**src/lcv_pkg.sv**
```systemverilog
// constants, field layout and the zero-run threshold decode shared by the
// line code violation monitor files.
// assumes one register word per aligned 32-bit wishbone address.
package lcv_pkg;

    // ------------------------------------------------------------
    // line code selection
    // ------------------------------------------------------------
    typedef enum logic [1:0] {LC_AMI, LC_B8ZS, LC_HDB3} lcv_code_t;

    // ------------------------------------------------------------
    // register byte offsets
    // ------------------------------------------------------------
    localparam logic [7:0] REG_LINE_CFG = 8'h00;
    localparam logic [7:0] REG_FAULT_CTRL = 8'h04;
    localparam logic [7:0] REG_IRQ_STATUS_TWO = 8'h08;
    localparam logic [7:0] REG_IRQ_MASK_TWO = 8'h0C;
    localparam logic [7:0] REG_PATH_STATE = 8'h10;

    // ------------------------------------------------------------
    // field positions
    // ------------------------------------------------------------
    localparam int CFG_CODE_LSB = 0;
    localparam int CFG_E1_BIT = 2;
    localparam int CFG_SINGLE_RAIL_BIT = 3;
    localparam int LINE_ZERO_RUN_BIT = 2;
    localparam int SYS_ZERO_RUN_BIT = 3;
    localparam int LINE_VIOLATION_BIT = 4;
    localparam int SYS_VIOLATION_BIT = 5;
    localparam int INSERT_REQ_BIT = 6;
    localparam int ZERO_DEF_BIT = 7;

    // ------------------------------------------------------------
    // reset values and implemented bits
    // ------------------------------------------------------------
    localparam logic [7:0] CFG_RESET = 8'h00;
    localparam logic [7:0] STATUS_RESET = 8'h00;
    localparam logic [7:0] MASK_RESET = 8'h3C;
    localparam logic [7:0] STATUS_USED = 8'h3C;

    // ------------------------------------------------------------
    // zero-run thresholds and substitution gaps
    // ------------------------------------------------------------
    localparam logic [6:0] ZR_AMI_ANSI = 7'h0F;
    localparam logic [6:0] ZR_AMI_FCC_T1 = 7'h50;
    localparam logic [6:0] ZR_B8ZS = 7'h07;
    localparam logic [6:0] ZR_HDB3 = 7'h03;
    localparam logic [6:0] B8ZS_FIRST_GAP = 7'h03;
    localparam logic [6:0] B8ZS_SECOND_GAP = 7'h01;
    localparam logic [6:0] HDB3_LONG_GAP = 7'h03;
    localparam logic [6:0] HDB3_SHORT_GAP = 7'h02;

    // single rail nrz streams carry no coding, so they take AMI limits
    function automatic logic [6:0] lcv_zero_limit(input lcv_code_t code,
        input logic fcc, input logic e1, input logic singleRail);
        logic [6:0] lim;
        lim = ZR_AMI_ANSI;
        if (singleRail || code == LC_AMI) begin
            if (fcc && !e1) begin
                lim = ZR_AMI_FCC_T1;
            end
        end else if (code == LC_B8ZS) begin
            lim = ZR_B8ZS;
        end else begin
            lim = ZR_HDB3;
        end
        return lim;
    endfunction : lcv_zero_limit

endpackage : lcv_pkg

```
**src/lcv_rail_if.sv**
```systemverilog
// dual rail bit stream between the monitor modules.
// assumes bitEn is a one-cycle pulse per bit on the single system clock.
`timescale 1ns/10ps
interface lcv_rail_if;
    logic bitEn;
    logic pos;
    logic neg;
    modport sink (input bitEn, input pos, input neg);
    modport source (output bitEn, output pos, output neg);
endinterface : lcv_rail_if

```
**src/lcv_path_monitor.sv**
```systemverilog
// violation and zero-run detector for one direction of one channel.
// assumes pos/neg are valid with bitEn; pos alone carries single rail data.
`timescale 1ns/10ps
module lcv_path_monitor import lcv_pkg::*; #(
    parameter int ZERO_CNT_W = 7
) (
    // clock and reset
    input logic clk,
    input logic rst_n,
    // bit stream
    lcv_rail_if.sink rail,
    // configuration
    input lcv_code_t lineCode,
    input logic fccDef,
    input logic e1Mode,
    input logic singleRail,
    // events and state
    output logic violation,
    output logic zeroRun,
    output logic [ZERO_CNT_W-1:0] zeroCount
);
    if (ZERO_CNT_W < 7) begin : g_width_check
        $error("zero counter too narrow for the longest threshold");
    end

    logic [ZERO_CNT_W-1:0] zeroCnt_q, limit;
    logic lastPol_q, seenMark_q, lastVPol_q, seenV_q, secondV_q, fired_q;
    logic mark, pol, bpv, legit;

    always_comb begin
        mark = rail.pos | (rail.neg & ~singleRail);
        pol = rail.pos;
        limit = ZERO_CNT_W'(lcv_zero_limit(lineCode, fccDef, e1Mode,
            singleRail));
        bpv = mark & seenMark_q & (pol == lastPol_q) & ~singleRail;
        case (lineCode)
            LC_B8ZS: begin
                legit = (zeroCnt_q == ZERO_CNT_W'(B8ZS_FIRST_GAP)) |
                    (secondV_q & (zeroCnt_q == ZERO_CNT_W'(B8ZS_SECOND_GAP)));
            end
            LC_HDB3: begin
                legit = ((zeroCnt_q == ZERO_CNT_W'(HDB3_LONG_GAP)) |
                    (zeroCnt_q == ZERO_CNT_W'(HDB3_SHORT_GAP))) &
                    ~(seenV_q & (pol == lastVPol_q));
            end
            default: begin
                legit = 1'b0;
            end
        endcase
    end

    always_ff @(posedge clk or negedge rst_n) begin
        if (!rst_n) begin
            zeroCnt_q <= '0;
        end else if (rail.bitEn) begin
            if (mark) begin
                zeroCnt_q <= '0;
            end else if (zeroCnt_q != '1) begin
                zeroCnt_q <= zeroCnt_q + 1'b1;
            end
        end
    end

    always_ff @(posedge clk or negedge rst_n) begin
        if (!rst_n) begin
            lastPol_q <= 1'b0;
            seenMark_q <= 1'b0;
            lastVPol_q <= 1'b0;
            seenV_q <= 1'b0;
            secondV_q <= 1'b0;
        end else if (rail.bitEn && mark) begin
            lastPol_q <= pol;
            seenMark_q <= 1'b1;
            if (bpv) begin
                lastVPol_q <= pol;
                seenV_q <= 1'b1;
                secondV_q <= (zeroCnt_q == ZERO_CNT_W'(B8ZS_FIRST_GAP));
            end else if (zeroCnt_q != '0) begin
                secondV_q <= 1'b0;
            end
        end
    end

    always_ff @(posedge clk or negedge rst_n) begin
        if (!rst_n) begin
            violation <= 1'b0;
            zeroRun <= 1'b0;
            fired_q <= 1'b0;
        end else begin
            violation <= rail.bitEn & bpv &
                ((lineCode == LC_AMI) | ~legit);
            zeroRun <= rail.bitEn & ~mark & ~fired_q &
                (zeroCnt_q == limit);
            if (rail.bitEn) begin
                fired_q <= mark ? 1'b0 : (fired_q | (zeroCnt_q == limit));
            end
        end
    end

    assign zeroCount = zeroCnt_q;
endmodule : lcv_path_monitor

```
**src/lcv_violation_inserter.sv**
```systemverilog
// forces one same-polarity mark into the transmit stream on request.
// assumes bit strobes are at least two clocks apart.
`timescale 1ns/10ps
module lcv_violation_inserter (
    // clock and reset
    input logic clk,
    input logic rst_n,
    // streams
    lcv_rail_if.sink txIn,
    lcv_rail_if.source txOut,
    // request
    input logic insertReq,
    output logic insertDone
);
    logic outEn_q, outPos_q, outNeg_q, lastPol_q, done_q, mark, hit;

    assign mark = txIn.pos | txIn.neg;
    assign hit = txIn.bitEn & mark & insertReq & ~done_q;

    always_ff @(posedge clk or negedge rst_n) begin
        if (!rst_n) begin
            outEn_q <= 1'b0;
            outPos_q <= 1'b0;
            outNeg_q <= 1'b0;
        end else begin
            outEn_q <= txIn.bitEn;
            if (txIn.bitEn) begin
                outPos_q <= hit ? lastPol_q : txIn.pos;
                outNeg_q <= hit ? ~lastPol_q : txIn.neg;
            end
        end
    end

    always_ff @(posedge clk or negedge rst_n) begin
        if (!rst_n) begin
            lastPol_q <= 1'b0;
            done_q <= 1'b0;
        end else begin
            done_q <= hit;
            if (txIn.bitEn && mark && !hit) begin
                lastPol_q <= txIn.pos;
            end
        end
    end

    assign txOut.bitEn = outEn_q;
    assign txOut.pos = outPos_q;
    assign txOut.neg = outNeg_q;
    assign insertDone = done_q;

endmodule : lcv_violation_inserter

```
**src/lcv_monitor_top.sv**
```systemverilog
// line code violation monitor for one channel: registers, flags, pins.
// assumes classic wishbone on clk; rail bit strobes synchronous to clk.
// Function
// - report bipolar violations for AMI, code violations for B8ZS or HDB3.
// - monitor violations separately on receive and transmit paths.
// - single rail NRZ transmit input disables transmit violation detection.
// - two successive marks of equal polarity are a bipolar violation.
// - same-polarity violation pairs outside substitution patterns are code errors.
// - receive violation sets status bit 4, drives irq unless mask bit 4.
// - transmit violation sets status bit 5, drives irq unless mask bit 5.
// - violation insertion exists on the transmit path only.
// - writing one to fault control bit 6 forces a violation next mark.
// - insert request bit clears itself once the violation is sent.
// - zero-run detection runs on receive and transmit paths.
// - fault control bit 7 picks ANSI thresholds at 0, FCC at 1.
// - AMI fires above 15 zeros; FCC T1/J1 fires above 80.
// - B8ZS fires above 7 zeros under either definition.
// - HDB3 fires above 3 zeros under either definition.
// - single rail NRZ transmit zero-runs use AMI thresholds.
// - receive zero-run sets status bit 2, irq unless mask bit 2.
// - transmit zero-run sets status bit 3, irq unless mask bit 3.
// - violation events also go to error counter and indicator pins.
//
// Local design decisions: the Wishbone interface to the registers and the placing of the registers.
`timescale 1ns/10ps
module lcv_monitor_top import lcv_pkg::*; #(
    parameter int ZERO_CNT_W = 7
) (
    // clock and reset
    input logic clk,
    input logic rst_n,
    // wishbone slave
    input logic wb_cyc,
    input logic wb_stb,
    input logic wb_we,
    input logic [7:0] wb_adr,
    input logic [3:0] wb_sel,
    input logic [31:0] wb_dat_w,
    output logic [31:0] wb_dat_r,
    output logic wb_ack,
    // receive line stream
    input logic rxBitEn,
    input logic rxPos,
    input logic rxNeg,
    // transmit system stream
    input logic txBitEn,
    input logic txPos,
    input logic txNeg,
    // transmit stream towards the line
    output logic lineBitEn,
    output logic linePos,
    output logic lineNeg,
    // events and interrupt
    output logic irqN,
    output logic rxViolationEvent,
    output logic txViolationEvent,
    output logic rxZeroRunEvent,
    output logic txZeroRunEvent,
    output logic rx_multiplex_indicator,
    output logic tx_multiplex_indicator
);
    if (ZERO_CNT_W < 7 || ZERO_CNT_W > 16) begin : g_width_check
        $error("zero counter width must be 7 to 16");
    end

    // ------------------------------------------------------------
    // register state
    // ------------------------------------------------------------
    lcv_code_t lineCode_q;
    logic e1Mode_q, singleRail_q;
    logic insertReq_q, zeroDef_q;
    logic [7:0] status_q, mask_q;
    logic ack_q, irqN_q;
    logic [31:0] rdData_q;
    logic busReq, wrEdge;
    logic wrCfg, wrFault, wrStatus, wrMask;
    logic rxViol, txViol, rxZero, txZero, insertDone;
    logic [ZERO_CNT_W-1:0] rxZeroCnt, txZeroCnt;
    logic [7:0] eventBits;
    logic [7:0] rxViolEv_q, txViolEv_q;

    lcv_rail_if rxRail ();
    lcv_rail_if txRail ();
    lcv_rail_if lineRail ();

    assign rxRail.bitEn = rxBitEn;
    assign rxRail.pos = rxPos;
    assign rxRail.neg = rxNeg;
    assign txRail.bitEn = txBitEn;
    assign txRail.pos = txPos;
    assign txRail.neg = txNeg;

    // ------------------------------------------------------------
    // path monitors and insertion
    // ------------------------------------------------------------
    // one monitor per path
    lcv_path_monitor #(
        .ZERO_CNT_W(ZERO_CNT_W)
    ) u_rx_monitor (
        .clk(clk),
        .rst_n(rst_n),
        .rail(rxRail),
        .lineCode(lineCode_q),
        .fccDef(zeroDef_q),
        .e1Mode(e1Mode_q),
        .singleRail(1'b0),
        .violation(rxViol),
        .zeroRun(rxZero),
        .zeroCount(rxZeroCnt)
    );

    // single rail applies to transmit only
    lcv_path_monitor #(
        .ZERO_CNT_W(ZERO_CNT_W)
    ) u_tx_monitor (
        .clk(clk),
        .rst_n(rst_n),
        .rail(txRail),
        .lineCode(lineCode_q),
        .fccDef(zeroDef_q),
        .e1Mode(e1Mode_q),
        .singleRail(singleRail_q),
        .violation(txViol),
        .zeroRun(txZero),
        .zeroCount(txZeroCnt)
    );

    // monitoring looks at the system input, so an inserted violation is
    // not reported against the system side
    lcv_violation_inserter u_inserter (
        .clk(clk),
        .rst_n(rst_n),
        .txIn(txRail),
        .txOut(lineRail),
        .insertReq(insertReq_q),
        .insertDone(insertDone)
    );

    assign lineBitEn = lineRail.bitEn;
    assign linePos = lineRail.pos;
    assign lineNeg = lineRail.neg;

    // ------------------------------------------------------------
    // wishbone slave
    // ------------------------------------------------------------
    // ack one cycle after the request; writes land on the ack edge
    assign busReq = wb_cyc & wb_stb;
    assign wrEdge = busReq & wb_we & ack_q & wb_sel[0];

    always_comb begin
        wrCfg = 1'b0;
        wrFault = 1'b0;
        wrStatus = 1'b0;
        wrMask = 1'b0;
        if (wb_adr == REG_LINE_CFG) begin
            wrCfg = wrEdge;
        end else if (wb_adr == REG_FAULT_CTRL) begin
            wrFault = wrEdge;
        end else if (wb_adr == REG_IRQ_STATUS_TWO) begin
            wrStatus = wrEdge;
        end else if (wb_adr == REG_IRQ_MASK_TWO) begin
            wrMask = wrEdge;
        end
    end

    always_ff @(posedge clk or negedge rst_n) begin
        if (!rst_n) begin
            ack_q <= 1'b0;
        end else begin
            ack_q <= busReq & ~ack_q;
        end
    end

    // unmapped addresses acknowledge and read as zero
    always_ff @(posedge clk or negedge rst_n) begin
        if (!rst_n) begin
            rdData_q <= 32'h00000000;
        end else if (busReq && !ack_q) begin
            if (wb_adr == REG_LINE_CFG) begin
                rdData_q <= {28'h0000000, singleRail_q, e1Mode_q,
                    lineCode_q};
            end else if (wb_adr == REG_FAULT_CTRL) begin
                rdData_q <= {24'h000000, zeroDef_q, insertReq_q, 6'h00};
            end else if (wb_adr == REG_IRQ_STATUS_TWO) begin
                rdData_q <= {24'h000000, status_q & STATUS_USED};
            end else if (wb_adr == REG_IRQ_MASK_TWO) begin
                rdData_q <= {24'h000000, mask_q & STATUS_USED};
            end else if (wb_adr == REG_PATH_STATE) begin
                rdData_q <= {16'(txZeroCnt), 16'(rxZeroCnt)};
            end else begin
                rdData_q <= 32'h00000000;
            end
        end
    end

    assign wb_ack = ack_q;
    assign wb_dat_r = rdData_q;

    // ------------------------------------------------------------
    // configuration registers
    // ------------------------------------------------------------
    always_ff @(posedge clk or negedge rst_n) begin
        if (!rst_n) begin
            lineCode_q <= LC_AMI;
            e1Mode_q <= CFG_RESET[CFG_E1_BIT];
            singleRail_q <= CFG_RESET[CFG_SINGLE_RAIL_BIT];
        end else if (wrCfg) begin
            // the spare code value falls back to AMI
            if (wb_dat_w[CFG_CODE_LSB +: 2] == 2'h3) begin
                lineCode_q <= LC_AMI;
            end else begin
                lineCode_q <= lcv_code_t'(wb_dat_w[CFG_CODE_LSB +: 2]);
            end
            e1Mode_q <= wb_dat_w[CFG_E1_BIT];
            singleRail_q <= wb_dat_w[CFG_SINGLE_RAIL_BIT];
        end
    end

    always_ff @(posedge clk or negedge rst_n) begin
        if (!rst_n) begin
            zeroDef_q <= 1'b0;
        end else if (wrFault) begin
            zeroDef_q <= wb_dat_w[ZERO_DEF_BIT];
        end
    end

    // set by write, cleared by the inserter; a fresh write wins
    always_ff @(posedge clk or negedge rst_n) begin
        if (!rst_n) begin
            insertReq_q <= 1'b0;
        end else if (wrFault && wb_dat_w[INSERT_REQ_BIT]) begin
            insertReq_q <= 1'b1;
        end else if (insertDone) begin
            insertReq_q <= 1'b0;
        end
    end

    always_ff @(posedge clk or negedge rst_n) begin
        if (!rst_n) begin
            mask_q <= MASK_RESET;
        end else if (wrMask) begin
            mask_q <= wb_dat_w[7:0] & STATUS_USED;
        end
    end

    // ------------------------------------------------------------
    // status flags and interrupt pin
    // ------------------------------------------------------------
    always_comb begin
        eventBits = 8'h00;
        eventBits[LINE_ZERO_RUN_BIT] = rxZero;
        eventBits[SYS_ZERO_RUN_BIT] = txZero;
        eventBits[LINE_VIOLATION_BIT] = rxViol;
        eventBits[SYS_VIOLATION_BIT] = txViol;
    end

    // sticky, write one clears, a new event wins
    always_ff @(posedge clk or negedge rst_n) begin
        if (!rst_n) begin
            status_q <= STATUS_RESET;
        end else begin
            status_q <= (status_q & ~(wrStatus ? wb_dat_w[7:0] : 8'h00)) |
                eventBits;
        end
    end

    always_ff @(posedge clk or negedge rst_n) begin
        if (!rst_n) begin
            irqN_q <= 1'b1;
        end else begin
            irqN_q <= ~|(status_q & ~mask_q & STATUS_USED);
        end
    end

    assign irqN = irqN_q;

    // ------------------------------------------------------------
    // event sources for the error counter and indicator pins
    // ------------------------------------------------------------
    // violation and zero-run events exported
    always_ff @(posedge clk or negedge rst_n) begin
        if (!rst_n) begin
            rxViolEv_q <= 8'h00;
            txViolEv_q <= 8'h00;
        end else begin
            rxViolEv_q <= {6'h00, rxZero, rxViol};
            txViolEv_q <= {6'h00, txZero, txViol};
        end
    end

    assign rxViolationEvent = rxViolEv_q[0];
    assign txViolationEvent = txViolEv_q[0];
    assign rxZeroRunEvent = rxViolEv_q[1];
    assign txZeroRunEvent = txViolEv_q[1];
    assign rx_multiplex_indicator = rxViolEv_q[0];
    assign tx_multiplex_indicator = txViolEv_q[0];
endmodule : lcv_monitor_top

```
**config.mk**
```make
export PLATFORM = sky130hd
export DESIGN_NAME = lcv_monitor_top
export DESIGN_NICKNAME = d
export VERILOG_FILES = /design/src/lcv_pkg.sv /design/src/lcv_rail_if.sv /design/src/lcv_path_monitor.sv /design/src/lcv_violation_inserter.sv /design/src/lcv_monitor_top.sv
export SDC_FILE = /design/constraint.sdc
export NUM_CORES = 1
export LEC_CHECK = 0
export BUFFER_PORTS_ARGS = -buffer_cell sky130_fd_sc_hd__buf_2
export CAP_MARGIN = 15
export CORE_ASPECT_RATIO = 0.8
export CORE_UTILIZATION = 45
export DETAILED_ROUTE_END_ITERATION = 16
export PLACE_DENSITY = 0.73
export RECOVER_POWER = 50
export SYNTH_ARGS = -nofsm -noshare
export SYNTH_HDL_FRONTEND = slang
export SYNTH_SLANG_ARGS = --single-unit
```
**constraint.sdc**
```tcl
create_clock -name clk -period 1.85 [get_ports clk]
set_clock_uncertainty 0.05 [all_clocks]
set_input_delay 0.185 -clock clk [delete_from_list [all_inputs] [get_ports clk]]
set_output_delay 0.185 -clock clk [all_outputs]
set_load 0.01 [all_outputs]
```
Yosys cells after proc, flatten, opt, wreduce, memory -nomap -nowiden
Index checks and enable logic that the tools add are counted.
- register bits after elaboration: 91
- bits of input ports: 55
- word-level logic and storage cells: 181
- add/sub/neg operators: 2
- eq/ne operators: 21
- muxes and demuxes: 37
- bitwise logic cells: 58
- reduce and logical (&&, ||, !) cells: 28
- operators by type and width (operator ; count):
    two-way mux 23 bit ; 5
    two-way mux 7 bit ; 7
    bitwise AND 1 bit ; 30
    == test 7 x 2 -> 1 bit, second input constant ; 4
    two-way mux 1 bit ; 20
    == test 8 x 4 -> 1 bit, second input constant ; 2
    adder 7 x 1 -> 7 bit, second input constant ; 2
    == test 7 x 1 -> 1 bit, second input constant ; 2
    == test 7 bit ; 2
    != test 7 bit, second input constant ; 2
    nonzero test 7 bit ; 2
    NOT 1 bit ; 12
    AND reduction 2 bit ; 6
    bitwise OR 1 bit ; 11
    nonzero test 2 bit ; 5
    bitwise AND 8 bit ; 1
    == test 8 x 3 -> 1 bit, second input constant ; 1
    == test 8 x 5 -> 1 bit, second input constant ; 1
    logical NOT 8 bit ; 1
    two-way mux 8 bit ; 1
    NOT 8 bit ; 1
    bitwise OR 8 x 6 -> 8 bit ; 1
    logical AND 1 bit ; 7
    bitwise AND 6 bit ; 1
    other kinds (11) ; 19

Longest topological paths before layout
- word-level depth: 11
- mapped depth: 6
- gate-level depth less buffers: 6

Modules after synthesis
From an unflattened synthesis, not the netlist that was laid out.
- cell total of the unflattened synthesis: 387
- area total of the unflattened synthesis: 3861.2 um^2
- by module, submodules not included (module ; instances ; cells each ; area each (um^2) ; sequential area each (um^2)):
    lcv_path_monitor ; 2 ; 105 ; 973.4 ; 375.4
    lcv_monitor_top ; 1 ; 157 ; 1706.6 ; 882.1
    lcv_violation_inserter ; 1 ; 20 ; 207.7 ; 125.1

Worst setup path before layout
No wires, ideal clock.
- kind: input-to-reg
- start point: input port wb_adr[0]
- end point: register e1Mode_q
- setup time: 0.125 ns
- arrival: 1.993 ns
- required time: 1.675 ns
- setup slack: -0.318 ns
- stages: 6
- path buffers: 2
- cells stage by stage: or4_4 or3_1 buf_6 or4_4 buf_6 mux2_4
- word-level cells in the longest chain between the ends: 2
- RTL lines (what ; RTL line ; source):
    start, declared ; lcv_monitor_top.sv:36 ; input logic [7:0] wb_adr,
    logical NOT 8 bit ; lcv_monitor_top.sv:155 ; if (wb_adr == REG_LINE_CFG) begin
    two-way mux 1 bit ; lcv_monitor_top.sv:155 ;
    end signal, assigned ; lcv_monitor_top.sv:205 ; e1Mode_q <= CFG_RESET[CFG_E1_BIT];
    end signal, assigned ; lcv_monitor_top.sv:214 ; e1Mode_q <= wb_dat_w[CFG_E1_BIT];
    end, declared ; lcv_monitor_top.sv:70 ; logic e1Mode_q, singleRail_q;
No other way between the ends.
A chain may end at the register's enable or synchronous reset.

Worst setup path after layout
- start point: input port wb_adr[0]
- end point: register singleRail_q
- word-level cells in the longest chain between the ends: 2
- RTL lines (what ; RTL line ; source):
    logical NOT 8 bit ; lcv_monitor_top.sv:155 ;
    two-way mux 1 bit ; lcv_monitor_top.sv:155 ;
    end signal, assigned ; lcv_monitor_top.sv:206 ; singleRail_q <= CFG_RESET[CFG_SINGLE_RAIL_BIT];
    end signal, assigned ; lcv_monitor_top.sv:215 ; singleRail_q <= wb_dat_w[CFG_SINGLE_RAIL_BIT];
    end, declared ; lcv_monitor_top.sv:70 ;
No other way between the ends.

==> run metrics <==
Max Cap Violations 0; RePlAce Congestion 0.9184; CTS Root Buffer Type clkbuf_8; number of synthesized flops with an enable pin 0; hold_ws 0.01712 ns; CP required roughly 2 ns; Final Util 0.5594; drt pass-1 iters 4; Compound-Gate Fraction of Synth Area 0.1607; Detailed Route Iter0 Violations 259; Detailed Route WL 8357 microns; pin count of the biggest net entering global routing 27; status complete, no violations; dominant cells by area after synthesis dfrtp_1 (44%), buf_4 (3.9%), ha_1 (3.7%); Synth Area in Simple Gates 0.1848; commonest cells in the netlist dfrtp_1 (65), nand2_1 (29), nor2_1 (24); Starting Density 0.4635; critical path arrival 1.94 ns; total power 3.386 mW; Max Slew Vio Count 0; RSZ-0062 raised after global routing no; Die Span Y 82.92 microns; Synth area leader dfrtp_1; FP Rows 29; area post-placement approximately 4200 sq um; routed vias 2998; ys flop type dfrtp_1; Synth Warn # 0; fin crit share 0.9432; Clk pin slew, worst setup/hold paths around 0.07 ns; worst hold path class in2reg; LEAKAGE about 2.1 nW; vias in the first global route roughly 2800; ant diodes 0; H-tree depth 3; Die W 103.2 microns; Fillers 667; CTS max path bufs 2; Mapped Cells 368; residual DRC count 0; Max VDD drop 0.3015 mV; post-route cell area 4446 sq um; post-synthesis instance area ~3700 sq um; top-count cell post-synth dfrtp_1; port buffer count 53; Routed WL per cell approximately 15 microns; CTS tree yes; Crit. End Element flop; Worst Tran Pin Value ~0.63 ns; area of the die 8554 sq um; post-synthesis xor/xnor area fraction 0.01664; setup violators final 0; TNS Setup 0 ns; fraction of registers with async set/reset 1.000; Final ANT Viol Nets 0; total gr overflow 0; first-pass GRT wire length 13930 microns; core footprint 7946 sq um; top-area cell type share of the netlist area 0.4416; Avg Cell Area, Syn 10.01 sq um; crit-path max FO 3; mux contribution to synthesized area 0.04348; vias per inst around 5.3; initial antenna violation count 0; Final nets 516; Max transition margin 0.5815; Area Growth Syn to Fin 20.69%; overall global routing resource usage 0.2119; crit start category input port; FMAX 573.1 MHz; Yosys reg bits 70; share of layout cells above drive strength 1 0.2687; Clk Latency, worst-skew pair 0.36 ns; CTS buffer count 9; synth unique cells 58; crit path kind in2reg; post-DP HPWL 6178 microns; share of the yosys chip area belonging to registers 0.4772; largest family of logic cells by synthesized area simple AND/OR/NAND/NOR gates; Tmin final 1.745 ns; endpoints failing hold 0; Power Dens Cells 761.6 nW/um^2; I/O Pins 98; Post-Synth Adder-Cell Area 0.03736; CTS sink cnt 70
-- layout make-up --
class                      instances  area, sq um  area share
timing repair buffer              91        550.5      0.1238
multi-input combinational        260         1729      0.3890
clock buffer                      11        131.4     0.02955
inverter                          18        67.56     0.01520
sequential                        70         1759      0.3957
clock inverter                     4        72.57     0.01632
tap                              108        135.1     0.03040
-- timing repair --
item,CTS,global route
endpoints found under the setup margin,1,3
setup buffers,0,0
hold buffers,6,0
hold endpoints to repair,25,0
resized for setup,1,6
-- path summary, 6_finish.rpt --
kind | start | to | slack (ns) | cells past startpoint
worst max register to register | u_rx_monitor.zeroCount[0]$_DFFE_PN0P_ | u_rx_monitor.zeroCount[5]$_DFFE_PN0P_ | 0.11 | 5
worst min-delay path | wb_dat_w[3] | status_q[3]$_DFF_PN0_ | 0.02 | 2
worst min register to register | u_rx_monitor.zeroRun$_DFF_PN0_ | rxViolEv_q[1]$_DFF_PN0_ | 0.36 | 0
min in group asynchronous | rst_n | u_inserter.txOut.neg$_DFFE_PN0P_ | 0.31 | 2
max in group asynchronous | rst_n | u_rx_monitor.violation$_DFF_PN0_ | 0.40 | 3
worst max-delay path | wb_adr[0] | singleRail_q$_DFFE_PN0P_ | 0.11 | 5
-- flip-flops by register name, summed over array words and instances, names as in the netlist, 2 cells and up --
register / count
u_tx_monitor.zeroCount: 7
txViolEv_q: 2
wb_dat_r: 15
status_q: 4
rxViolEv_q: 2
mask_q: 4
lineCode_q: 2
u_rx_monitor.zeroCount: 7
-- through the flow --
step / worst slack [ns] / std cells
finish: 0.1051 / 562
floorplan: -0.3177 / 384
detailed placement: -0.2514 / 541
global route: 0.005719 / 562
global placement: -0.2463 / 541
CTS: 0.02871 / 562
-- logic make-up (layout without fill, tap and decap cells) --
group	after synthesis	count (layout)
buf+inv	54	124
simple gates	123	123
compound gates	88	88
fa+ha+maj	11	11
flops	70	70
mux	14	14
xor+xnor	7	7
other cells	1	17
-- per-layer routing --
metal	vias to the layer above	routed length [microns]	GRT usage
met1	1442	3911	0.2981
met3	9	478	0.05303
met4	0	99	0.07298
met2	101	3867	0.3170
li1	1446	-	-
met5	-	0	0
-- critical path, cell delays in order --
cell,delay (ns)
buf_2,0.09
or4_4,0.52
or3_1,0.35
or4_4,0.48
mux2_4,0.31
-- where the power goes --
part	switching [mW]	internal, mW	leakage [nW]
Combinational	0.232	0.174	1.11
Clock	0.575	0.750	0.0994
Sequential	0.0604	1.59	0.880
Total	0.868	2.52	2.09
-- placed cells by master (no fill, tap or decap), drive strengths merged, types with 4 or more instances in the layout --
cell,n
a21o,4
ha,11
nor4,5
and2,5
nand2,29
a21oi,18
nor4bb,4
xnor2,6
mux2,10
nand2b,10
nand4,5
nor3,6
buf,76
a22o,9
nand3,9
nor2,24
dfrtp,65
o211ai,4
mux2i,4
o31ai,4
inv,18
dfstp,5
a31oi,15
conb,17
dlygate4sd3,6
nor2b,5
o21ai,15
a221o,4
clkbuf,20
No activity file was read; power rests on OpenSTA's default activity.
